--- src/hw/rtp_consts.svh ---
`ifndef RTP_CONSTS_SVH
`define RTP_CONSTS_SVH

// ****************************************
// register indices (byte address = index * 4)
// ****************************************
`define RTP_IDX_RUN    10'h108
`define RTP_IDX_OSC    10'h109
`define RTP_IDX_PIN    10'h10A
`define RTP_IDX_MODE   10'h10B
`define RTP_IDX_PRE    10'h10C
`define RTP_IDX_SEC    10'h10D
`define RTP_IDX_PRI    10'h10E
`define RTP_IDX_ROUTE  10'h181

// ****************************************
// field positions
// ****************************************
`define RTP_B_RUN      0
`define RTP_B_CACT     1
`define RTP_B_HALT     2
`define RTP_B_TRIG     0
`define RTP_B_OSHALT   1
`define RTP_B_SPACT    2
`define RTP_B_POLICY   3
`define RTP_B_SRC_LO   4
`define RTP_B_SRC_HI   5
`define RTP_B_GATE     7
`define RTP_B_AUX      5

// ****************************************
// reset values and widths
// ****************************************
`define RTP_CNT_RST    8'hFF
`define RTP_REG_ZERO   8'h00
`define RTP_DIV_F8     3'h7
`define RTP_PIN_W      4
`define RTP_ROUTE_P0   2'h0
`define RTP_ROUTE_P1   2'h1

`endif

--- src/hw/rtp_pkg.sv ---
package rtp_pkg;

  typedef enum logic [1:0] {
    RTP_MODE_TIMER,
    RTP_MODE_WAVE,
    RTP_MODE_ONESHOT,
    RTP_MODE_WAITSHOT
  } rtp_mode_t;

  typedef enum logic [1:0] {
    RTP_SRC_F1,
    RTP_SRC_F8,
    RTP_SRC_NEIGHBOR,
    RTP_SRC_F2
  } rtp_src_t;

  typedef enum logic {
    RTP_PH_PRIMARY,
    RTP_PH_SECONDARY
  } rtp_phase_t;

  typedef struct packed {
    logic       run;
    logic       cact;
    logic       spact;
    rtp_mode_t  mode;
    logic       policy;
    rtp_src_t   src;
    logic       gate;
    logic [3:0] lvl;
    logic [1:0] route;
    logic       aux;
    logic [7:0] pre_rl;
    logic [7:0] pre_cnt;
    logic [7:0] pri_rl;
    logic [7:0] sec_rl;
    logic [7:0] tmr_cnt;
    rtp_phase_t phase;
    logic       pend_pre;
    logic       pend_tmr;
    logic [2:0] div;
    logic       pulse;
    logic [1:0] pins;
    logic       wait_rq;
    logic [7:0] rdata;
  } rtp_state_t;

endpackage

--- src/hw/rtp_timer.sv ---
`timescale 1ns/1ps
`default_nettype none
`include "rtp_consts.svh"

// Contract
// - 8-bit prescaler feeds 8-bit timer; each has reload and counter.
// - timer has primary and secondary reload values, both loadable.
// - mode field: 00 timer, 01 waveform, 10 one-shot, 11 wait one-shot.
// - run bit starts/stops; active flag shows counting or accepted trigger.
// - force halt stops, reads 0, resets reloads to FFh, clears flags.
// - trigger bit starts a one-shot and reads 0.
// - one-shot halt bit stops one-shot counting and reads 0.
// - one-shot active flag is 1 while one-shot runs, wait included.
// - one-shot control acts only in the two one-shot modes.
// - write policy 0 loads reload and counter while counting; 1 reload only.
// - source select: f1, f8, neighbour underflow, f2.
// - gate bit 1 blocks the count source.
// - secondary is write-only; used in waveform and wait one-shot modes.
// - primary counts period, one-shot width or wait; readable and writable.
// - primary reads return the live timer count.
// - route field: pin 0, pin 1, unused; code 10 forbidden.
// - waveform reloads primary and secondary alternately, primary first.
// - timer mode reloads primary on timer underflow.
// - counter transfers follow count source and prescaler underflow.
module rtp_timer
  import rtp_pkg::*;
(
  input  wire logic        clk_i,
  input  wire logic        resetn_i,
  input  wire logic [11:0] avs_address_i,
  input  wire logic        avs_read_i,
  input  wire logic        avs_write_i,
  input  wire logic [31:0] avs_writedata_i,
  input  wire logic [3:0]  avs_byteenable_i,
  output logic      [31:0] avs_readdata_o,
  output logic             avs_waitrequest_o,
  input  wire logic        neighbor_underflow_i,
  output logic      [1:0]  pulse_out_pin_o
);

  // ****************************************
  // helpers
  // ****************************************
  function automatic logic reg_hit(input logic [11:0] addr, input logic [9:0] idx);
    reg_hit = (addr[11:2] == idx) && (addr[1:0] == 2'h0);
  endfunction

  function automatic logic is_oneshot(input rtp_mode_t m);
    is_oneshot = (m == RTP_MODE_ONESHOT) || (m == RTP_MODE_WAITSHOT);
  endfunction

  rtp_state_t s_reg;
  rtp_state_t s_next;

  logic       wr_go;
  logic       rd_go;
  logic [7:0] wd;
  logic       tick;
  logic       running;
  logic       pre_uf;
  logic       tmr_uf;
  logic       idle;
  logic       level;

  // a write lands only at the edge where waitrequest is low and lane 0 is enabled
  assign wr_go = avs_write_i && !s_reg.wait_rq && avs_byteenable_i[0];
  assign rd_go = avs_read_i && s_reg.wait_rq;
  assign wd    = avs_writedata_i[7:0];
  assign idle  = !s_reg.cact && !s_reg.spact;

  // ****************************************
  // count source
  // ****************************************
  always_comb begin
    unique case (s_reg.src)
      RTP_SRC_F1:       tick = 1'b1;
      RTP_SRC_F8:       tick = (s_reg.div == `RTP_DIV_F8);
      RTP_SRC_NEIGHBOR: tick = neighbor_underflow_i;
      RTP_SRC_F2:       tick = s_reg.div[0];
    endcase
    if (s_reg.gate) begin
      tick = 1'b0;
    end
  end

  // one-shot modes count only while the one-shot is active, wait included; others while active
  assign running = is_oneshot(s_reg.mode) ? s_reg.spact : s_reg.cact;
  // prescaler underflow drives the timer stage
  assign pre_uf  = running && tick && !s_reg.pend_pre && (s_reg.pre_cnt == `RTP_REG_ZERO);
  assign tmr_uf  = pre_uf && !s_reg.pend_tmr && (s_reg.tmr_cnt == `RTP_REG_ZERO);
  assign level   = s_reg.pulse ^ s_reg.lvl[0];

  // ****************************************
  // next state
  // ****************************************
  always_comb begin
    s_next     = s_reg;
    s_next.div = s_reg.div + 3'h1;

    // active flag follows run in timer and waveform modes
    if (!is_oneshot(s_reg.mode)) begin
      if (!s_reg.run) begin
        s_next.cact = 1'b0;
      end else if (tick && !s_reg.cact) begin
        s_next.cact  = 1'b1;
        s_next.phase = RTP_PH_PRIMARY;
        s_next.pulse = 1'b0;
      end
    end else if (!s_reg.run) begin
      s_next.cact  = 1'b0;
      s_next.spact = 1'b0;
      s_next.pulse = 1'b0;
    end

    // prescaler transfers in step with the count source
    if (running && tick) begin
      if (s_reg.pend_pre) begin
        s_next.pre_cnt  = s_reg.pre_rl;
        s_next.pend_pre = 1'b0;
      end else if (s_reg.pre_cnt == `RTP_REG_ZERO) begin
        s_next.pre_cnt = s_reg.pre_rl;
      end else begin
        s_next.pre_cnt = s_reg.pre_cnt - 8'h01;
      end
    end

    // timer transfers in step with prescaler underflow
    if (pre_uf) begin
      if (s_reg.pend_tmr) begin
        s_next.tmr_cnt  = s_reg.pri_rl;
        s_next.pend_tmr = 1'b0;
      end else if (!tmr_uf) begin
        s_next.tmr_cnt = s_reg.tmr_cnt - 8'h01;
      end
    end

    if (tmr_uf) begin
      unique case (s_reg.mode)
        RTP_MODE_TIMER: begin
          s_next.tmr_cnt = s_reg.pri_rl;
        end
        RTP_MODE_WAVE: begin
          s_next.pulse = !s_reg.pulse;
          if (s_reg.phase == RTP_PH_PRIMARY) begin
            s_next.phase   = RTP_PH_SECONDARY;
            s_next.tmr_cnt = s_reg.sec_rl;
          end else begin
            s_next.phase   = RTP_PH_PRIMARY;
            s_next.tmr_cnt = s_reg.pri_rl;
          end
        end
        RTP_MODE_ONESHOT: begin
          s_next.spact   = 1'b0;
          s_next.pulse   = 1'b0;
          s_next.tmr_cnt = s_reg.pri_rl;
        end
        RTP_MODE_WAITSHOT: begin
          // secondary sets the width after the primary wait
          if (s_reg.phase == RTP_PH_PRIMARY) begin
            s_next.phase   = RTP_PH_SECONDARY;
            s_next.tmr_cnt = s_reg.sec_rl;
            s_next.pulse   = 1'b1;
          end else begin
            s_next.phase   = RTP_PH_PRIMARY;
            s_next.spact   = 1'b0;
            s_next.pulse   = 1'b0;
            s_next.tmr_cnt = s_reg.pri_rl;
          end
        end
      endcase
    end

    // ****************************************
    // bus writes
    // ****************************************
    if (wr_go) begin
      if (reg_hit(avs_address_i, `RTP_IDX_RUN)) begin
        s_next.run = wd[`RTP_B_RUN];
        // force halt restores counters and clears flags
        if (wd[`RTP_B_HALT]) begin
          s_next.run      = 1'b0;
          s_next.cact     = 1'b0;
          s_next.spact    = 1'b0;
          s_next.pulse    = 1'b0;
          s_next.phase    = RTP_PH_PRIMARY;
          s_next.pend_pre = 1'b0;
          s_next.pend_tmr = 1'b0;
          s_next.pre_rl   = `RTP_CNT_RST;
          s_next.pre_cnt  = `RTP_CNT_RST;
          s_next.pri_rl   = `RTP_CNT_RST;
          s_next.sec_rl   = `RTP_CNT_RST;
          s_next.tmr_cnt  = `RTP_CNT_RST;
        end
      end
      // one-shot control only in one-shot modes
      if (reg_hit(avs_address_i, `RTP_IDX_OSC) && is_oneshot(s_reg.mode)) begin
        // trigger starts from primary when run is set and the one-shot is inactive
        if (wd[`RTP_B_TRIG] && s_reg.run && !s_reg.spact) begin
          s_next.cact     = 1'b1;
          s_next.spact    = 1'b1;
          s_next.phase    = RTP_PH_PRIMARY;
          s_next.pre_cnt  = s_reg.pre_rl;
          s_next.tmr_cnt  = s_reg.pri_rl;
          s_next.pend_pre = 1'b0;
          s_next.pend_tmr = 1'b0;
          s_next.pulse    = (s_reg.mode == RTP_MODE_ONESHOT);
        end
        if (wd[`RTP_B_OSHALT]) begin
          s_next.spact = 1'b0;
          s_next.pulse = 1'b0;
        end
      end
      if (reg_hit(avs_address_i, `RTP_IDX_PIN)) begin
        s_next.lvl = wd[`RTP_PIN_W-1:0];
      end
      if (reg_hit(avs_address_i, `RTP_IDX_MODE)) begin
        s_next.mode   = rtp_mode_t'(wd[1:0]);
        s_next.policy = wd[`RTP_B_POLICY];
        s_next.src    = rtp_src_t'(wd[`RTP_B_SRC_HI:`RTP_B_SRC_LO]);
        s_next.gate   = wd[`RTP_B_GATE];
      end
      // policy decides whether a busy write reaches the counter
      if (reg_hit(avs_address_i, `RTP_IDX_PRE)) begin
        s_next.pre_rl = wd;
        if (idle) begin
          s_next.pre_cnt = wd;
        end else if (!s_reg.policy) begin
          s_next.pend_pre = 1'b1;
        end
      end
      if (reg_hit(avs_address_i, `RTP_IDX_SEC)) begin
        s_next.sec_rl = wd;
      end
      if (reg_hit(avs_address_i, `RTP_IDX_PRI)) begin
        s_next.pri_rl = wd;
        if (idle) begin
          s_next.tmr_cnt = wd;
        end else if (!s_reg.policy) begin
          s_next.pend_tmr = 1'b1;
        end
      end
      if (reg_hit(avs_address_i, `RTP_IDX_ROUTE)) begin
        s_next.route = wd[1:0];
        s_next.aux   = wd[`RTP_B_AUX];
      end
    end

    // ****************************************
    // bus reads and handshake
    // ****************************************
    // one wait cycle per access: read data are caught while waitrequest is high, writes land when it is low
    s_next.wait_rq = !((avs_read_i || avs_write_i) && s_reg.wait_rq);
    if (rd_go) begin
      s_next.rdata = `RTP_REG_ZERO;
      if (reg_hit(avs_address_i, `RTP_IDX_RUN)) begin
        s_next.rdata[`RTP_B_RUN]  = s_reg.run;
        s_next.rdata[`RTP_B_CACT] = s_reg.cact;
      end
      if (reg_hit(avs_address_i, `RTP_IDX_OSC)) begin
        s_next.rdata[`RTP_B_SPACT] = s_reg.spact;
      end
      if (reg_hit(avs_address_i, `RTP_IDX_PIN)) begin
        s_next.rdata[`RTP_PIN_W-1:0] = s_reg.lvl;
      end
      if (reg_hit(avs_address_i, `RTP_IDX_MODE)) begin
        s_next.rdata[1:0]                         = s_reg.mode;
        s_next.rdata[`RTP_B_POLICY]               = s_reg.policy;
        s_next.rdata[`RTP_B_SRC_HI:`RTP_B_SRC_LO] = s_reg.src;
        s_next.rdata[`RTP_B_GATE]                 = s_reg.gate;
      end
      if (reg_hit(avs_address_i, `RTP_IDX_PRE)) begin
        s_next.rdata = s_reg.pre_cnt;
      end
      // live timer count, also during the secondary period
      if (reg_hit(avs_address_i, `RTP_IDX_PRI)) begin
        s_next.rdata = s_reg.tmr_cnt;
      end
      if (reg_hit(avs_address_i, `RTP_IDX_ROUTE)) begin
        s_next.rdata[1:0]        = s_reg.route;
        s_next.rdata[`RTP_B_AUX] = s_reg.aux;
      end
    end

    // ****************************************
    // pin routing
    // ****************************************
    // forbidden code 10 behaves as unused, so no pin is ever driven twice
    for (int p = 0; p < 2; p++) begin
      s_next.pins[p] = (s_reg.route == 2'(p)) && (s_reg.mode != RTP_MODE_TIMER) && level;
    end
  end

  // ****************************************
  // state register
  // ****************************************
  always_ff @(posedge clk_i) begin
    if (!resetn_i) begin
      s_reg          <= '0;
      s_reg.pre_rl   <= `RTP_CNT_RST;
      s_reg.pre_cnt  <= `RTP_CNT_RST;
      s_reg.pri_rl   <= `RTP_CNT_RST;
      s_reg.sec_rl   <= `RTP_CNT_RST;
      s_reg.tmr_cnt  <= `RTP_CNT_RST;
      s_reg.wait_rq  <= 1'b1;
    end else begin
      s_reg <= s_next;
    end
  end

  assign avs_readdata_o    = {24'h000000, s_reg.rdata};
  assign avs_waitrequest_o = s_reg.wait_rq;
  assign pulse_out_pin_o   = s_reg.pins;

endmodule

`default_nettype wire

--- config.mk ---
export PLATFORM = sky130hd
export DESIGN_NAME = rtp_timer
export DESIGN_NICKNAME = d
export VERILOG_FILES = /design/src/hw/rtp_pkg.sv /design/src/hw/rtp_timer.sv
export VERILOG_INCLUDE_DIRS = /design/src /design/src/hw
export SDC_FILE = /design/constraint.sdc
export NUM_CORES = 1
export LEC_CHECK = 0
export BUFFER_PORTS_ARGS = -buffer_cell sky130_fd_sc_hd__buf_4
export CAP_MARGIN = 25
export CORE_MARGIN = 8
export CORE_UTILIZATION = 40
export CTS_BUF_LIST = sky130_fd_sc_hd__clkbuf_8
export CTS_CLUSTER_DIAMETER = 100
export DETAILED_ROUTE_END_ITERATION = 8
export GPL_TIMING_DRIVEN = 0
export SLEW_MARGIN = 10
export SYNTH_ARGS = -nofsm -noshare
export SYNTH_HDL_FRONTEND = slang
export SYNTH_SLANG_ARGS = --single-unit
--- constraint.sdc ---
create_clock -name clk_i -period 2.3 [get_ports clk_i]
set_input_delay 0.115 -clock clk_i [delete_from_list [all_inputs] [get_ports clk_i]]
set_output_delay 0.115 -clock clk_i [all_outputs]
set_load 0.01 [all_outputs]
; Word-level counts from Yosys, hierarchy flattened
; Cells that the tools add are included.
; W data, S select, Z words.
[word_totals]
regBits = 74
out_inout_bits = 35
elab_cells = 179
inputBits = 53
[classes]
addsub = 3
muxes = 80
n_bitwise = 1
reduce_logical = 56
n_eq_ne = 16
[op_table]
columns = op, n
row1 = $mux W8, 14
row2 = $mux W43, 2
row3 = $eq A10 B9 Y1 const B, 8
row4 = $mux W58, 1
row5 = $mux W9, 6
row6 = $mux W1, 35
row7 = $logic_and A1 B1 Y1, 26
row8 = $pmux W8 S3, 1
row9 = $mux W11, 2
row10 = $logic_not A8 Y1, 2
row11 = $mux W16, 1
row12 = $mux W2, 8
row13 = $sub A8 B1 Y8 const B, 2
row14 = $reduce_bool A2 Y1, 7
row15 = $mux W3, 3
row16 = $reduce_and A3 Y1, 3
row17 = $eq A2 B2 Y1 const B, 4
row18 = $logic_not A2 Y1, 4
row19 = $mux W4, 2
row20 = $reduce_and A2 Y1, 4
row21 = $logic_not A1 Y1, 7
row22 = $eq A2 B1 Y1 const B, 3
row23 = $mux W6, 1
row24 = $pmux W1 S2, 2
row25 = 7 further kinds, 8

; Longest topological paths before layout
[depth]
depth_word = 19
ltp_mapped = 8
mapped_depth_nobuf = 7

; Least setup slack after synthesis
; Ideal clock, no wire load.
[synth_path]
path_type = reg2reg
startpoint = register s_reg[46] in the netlist's numbering
endpoint = register s_reg[23] in the netlist's numbering
stages_incl_launch_ff = 8
n_path_buf = 2
required_ns = 2.222
setup_slack_ns = 0.046
arrival_ns = 2.176
cell_sequence = dfxtp_1 -> clkbuf_1 -> or4_1 -> or4_1 -> or2_1 -> buf_2 -> a211o_1 -> a32oi_1
[synth_via]
elab_chain_len = 12
elab_cells_between_ends = 13
cone_classes = mux: 9 / reduce/logical: 4
[synth_lines]
columns = item, line_no
row1 = "start, declared", rtp_timer.sv:52  ; rtp_state_t s_reg;
row2 = "start signal, assigned", rtp_timer.sv:306  ; s_reg <= s_next;
row3 = $logic_not A8 Y1 (no line) (*), -
row4 = $logic_and A1 B1 Y1 (*), rtp_timer.sv:89  ; assign pre_uf = running && tick && !s_reg.pend_pre && (s_reg.pre_cnt == `RTP_REG_ZERO);
row5 = $logic_and A1 B1 Y1 (2 in series), rtp_timer.sv:90  ; assign tmr_uf = pre_uf && !s_reg.pend_tmr && (s_reg.tmr_cnt == `RTP_REG_ZERO);
row6 = $mux W9 (*), rtp_timer.sv:137  ; if (tmr_uf) begin
row7 = $mux W43, rtp_timer.sv:180  ; if (wd[`RTP_B_HALT]) begin
row8 = $mux W43, rtp_timer.sv:177  ; if (reg_hit(avs_address_i, `RTP_IDX_RUN)) begin
row9 = $mux W11, rtp_timer.sv:198  ; if (wd[`RTP_B_TRIG] && s_reg.run && !s_reg.spact) begin
row10 = $mux W11, rtp_timer.sv:196  ; if (reg_hit(avs_address_i, `RTP_IDX_OSC) && is_oneshot(s_reg.mode)) begin
row11 = $mux W8, rtp_timer.sv:236  ; if (idle) begin
row12 = $mux W8, rtp_timer.sv:234  ; if (reg_hit(avs_address_i, `RTP_IDX_PRI)) begin
row13 = $mux W58 (*), rtp_timer.sv:176  ; if (wr_go) begin
; Every way passes the cells marked *; elsewhere a longest branch is shown, timed or not. The select of a mux whose other input is x is not followed.
; A chain may end at the register's enable or synchronous reset.

; Worst setup path in the final report
[layout_path]
startpoint = register s_reg[42] in the netlist's numbering
endpoint = register s_reg[25] in the netlist's numbering
; Same word-level chain as after synthesis.

==> metrics.txt <==
most instantiated cells after synthesis dfxtp_1 (74), nand2_1 (45), nor2_1 (40), buf_4 (34), o21ai_0 (30); vias per inst 6.02; Hold Path End s_reg[56]; I/O pins 88; status complete, no violations; DRT iter0 DRCs 464; Initial Util 40.5%; Syn Inst Count approximately 530; H-tree levels 3; Synth Area in Compound Gates roughly a quarter; DP HPWL 11.0 mm; syn avg cell area between 8 and 9 um2; Reg-to-Reg End s_reg[25]; global route overflow 0; mux share of post-synthesis cell area 4.71%; clock root buffer clkbuf_8; Synth Area in Simple Gates between 20% and 30%; Worst setup SP type flop; Area growth syn-to-layout 24.2%; Worst-Skew Late Latency between 0.3 and 0.4 ns; Buf/Inv on CP 3; detailed-route via count ~4600; max incr delay on CP ~0.5 ns; first-pass GRT wire length around 23 mm; clk sinks 74; CP arrival 2.50 ns; initial antenna violation count 0; WHS Path Cells 3; XOR/XNOR share of the synthesized area 0.607%; Synth Area in Adders between 1 and 1.5%; Cell Pwr Density just over 500 nW/um2; clk slew on worst S/H paths around 0.08 ns; max FFs per register 63; CTS Buffer Depth 2; post-layout util 50.3%; pre-CTS setup slack -0.484 ns; Crit Path Class reg -> reg; CTS Buf Count 9; final cell count without fillers 760; class of the worst hold path in -> reg; Rows 38; First-pass DRT Iterations 8; Worst path most repeated cell buf_6; Max Fclk ~430 MHz; worst r2r src s_reg[42]; CP max-delay cell or4_4; Tmin final 2.30 ns; vias in the first global route 4224; Slew HR just under 50%; Synth Cell Area between 4000 and 5000 um2; Hold Startpoint avs_writedata_i[6]; port bufs 31; GPL Wtd Cong a little over 0.9; crit-path leading delay family simple AND/OR/NAND/NOR gates; reg2reg setup slack between 0.00006 and 0.00007 ns; Critical Path Sink Type flop; Power Total around 0.0028 W; Die W roughly 120 um; largest net degree at the start of global routing 13; routed len/inst roughly 20 um; Synth top area share 34.2%; CTS tree built; largest area contributor in the synthesized netlist dfxtp_1; drt drc 0; fraction of registers with async set/reset 0%; MaxCap Viol Count 0; crit-path cells inv_4 -> ha_4 -> or3b_4 -> or4_4 -> or2_4 -> buf_6 -> buf_6 -> o21ai_2 -> a32oi_1; final wirelength around 15 mm; Worst Max-Slew Pin Slew roughly 0.75 ns; Synth cell types 64; largest family of logic cells by synthesized area simple AND/OR/NAND/NOR gates; top fanout value on the critical path 6; Die Area approximately 14000 um2; core footprint ~11000 um2; Die Height approximately 120 um; Main synth FF type dfxtp_1; Fin Clk Skew about 0.0064 ns; reg2reg path depth 9; yosys warns 0; placed insts 730; max-slew violations 0; layout cells sized above 1 between 20 and 25%; Final Cycle Share between 90% and 100%; Antenna Nets Post-Route 0; number of synthesized flops with an enable pin 0; Setup WS post-layout approximately 0.000066 ns; # diodes 0; top post-synthesis cells by area dfxtp_1 (34%), buf_4 (5.9%), o22ai_1 (4.2%); RSZ-0062 raised after global routing yes; Final setup viols 0; NumNets Final between 600 and 700; Fin. Hold Viols 0; Max VDD drop 0.000266 V; static leakage just over 2 nW; Data required, critical path roughly 2.5 ns; final hold slack 0.0545 ns; top-count cell post-synth dfxtp_1; register bit total from synthesis 74; Total GRT Usage roughly a fifth; sequential area share after synthesis between 30% and 40%
cells in the final DEF (no fill, tap or decap), drive strengths merged, types with 5 or more instances in the layout:
| cell | instances |
|---|---|
| buf | 87 |
| dfxtp | 74 |
| nand2 | 45 |
| nor2 | 40 |
| clkbuf | 35 |
| o21ai | 30 |
| o22ai | 29 |
| conb | 24 |
| nor3 | 20 |
| mux2i | 17 |
| a21oi | 15 |
| nand4 | 13 |
| inv | 13 |
| o211ai | 11 |
| and2 | 9 |
| nor4 | 9 |
| nand3 | 9 |
| a32oi | 9 |
| o31ai | 8 |
| a22oi | 7 |
| or3 | 7 |
| nor3b | 7 |
| or4 | 7 |
| and3 | 6 |
| nor2b | 5 |
| a31oi | 5 |
| ha | 5 |
where the power goes:
group | leakage (nW) | switching [W] | internal, W
clock network | 0.122 | 0.000512 | 0.000711
logic | 1.34 | 0.000137 | 0.000102
registers | 0.599 | 0.00000747 | 0.00129
through the flow:
stage	cell area [um2]	setup TNS, ns
2_1_floorplan	4410	0
3_3_place_gp	4820	-17.62
3_5_place_dp	4860	-8.16
4_1_cts	5300	0
5_1_grt	5380	-0.236
6_report	5380	0
final cells by class:
| cell class | instances | area, um2 |
|---|---|---|
| Tap cell | 140 | 175 |
| Buffer | 65 | 390 |
| Fill cell | 1061 | 5320 |
| Timing Repair Buffer | 52 | 405 |
| Clock buffer | 9 | 124 |
| Sequential cell | 74 | 1490 |
| Clock inverter | 7 | 110 |
| Inverter | 11 | 46.3 |
| Multi-Input combinational cell | 402 | 2630 |
kinds of logic (layout without fill, tap and decap cells):
group,after synthesis,in the layout
buffers and inverters,78,144
adders and majority gates,5,5
muxes,20,20
xor gates and xnor gates,3,3
and+or+nand+nor,202,202
DFF,74,74
other,1,24
AOI/OAI and AO/OA,148,148
how the worst max path moves through the flow:
stage	startpoint	end	slack (ns)	cells after the start
global route	s_reg[42]	s_reg[25]	-0.06	9
global placement	avs_address_i[7]	s_reg[48]	-0.59	6
finish	s_reg[42]	s_reg[25]	0.00007	9
detailed placement	s_reg[42]	s_reg[18]	-0.48	7
CTS	s_reg[42]	s_reg[23]	0.002	9
floorplan	s_reg[46]	s_reg[23]	0.05	7
repair_timing:
item | in CTS | in global routing
endpoints found under the setup margin | 20 | 29
buffers inserted | 9 | 5
hold buffers | 2 | 0
endpoints found under the hold margin | 1 | 0
resized for setup | 37 | 8
pin swaps | 8 | 4
worst reg2reg max path, stage by stage, from the launching register on:
cell and delay (ns):
dfxtp_4 0.36, inv_4 0.06, ha_4 0.12, or3b_4 0.37
or4_4 0.50, or2_4 0.25, buf_6 0.14, buf_6 0.13
o21ai_2 0.11, a32oi_1 0.11
metal layers:
layer  global-route usage, %  vias up  routed length [um]
met5                       0        -                   0
met4                    7.65        0                 316
met3                    3.48       32                1430
met2                    32.1      247                6770
met1                    27.5     2177                6560
li1                        -     2120                   -
Note: power is estimated with default switching activity, not from simulation.
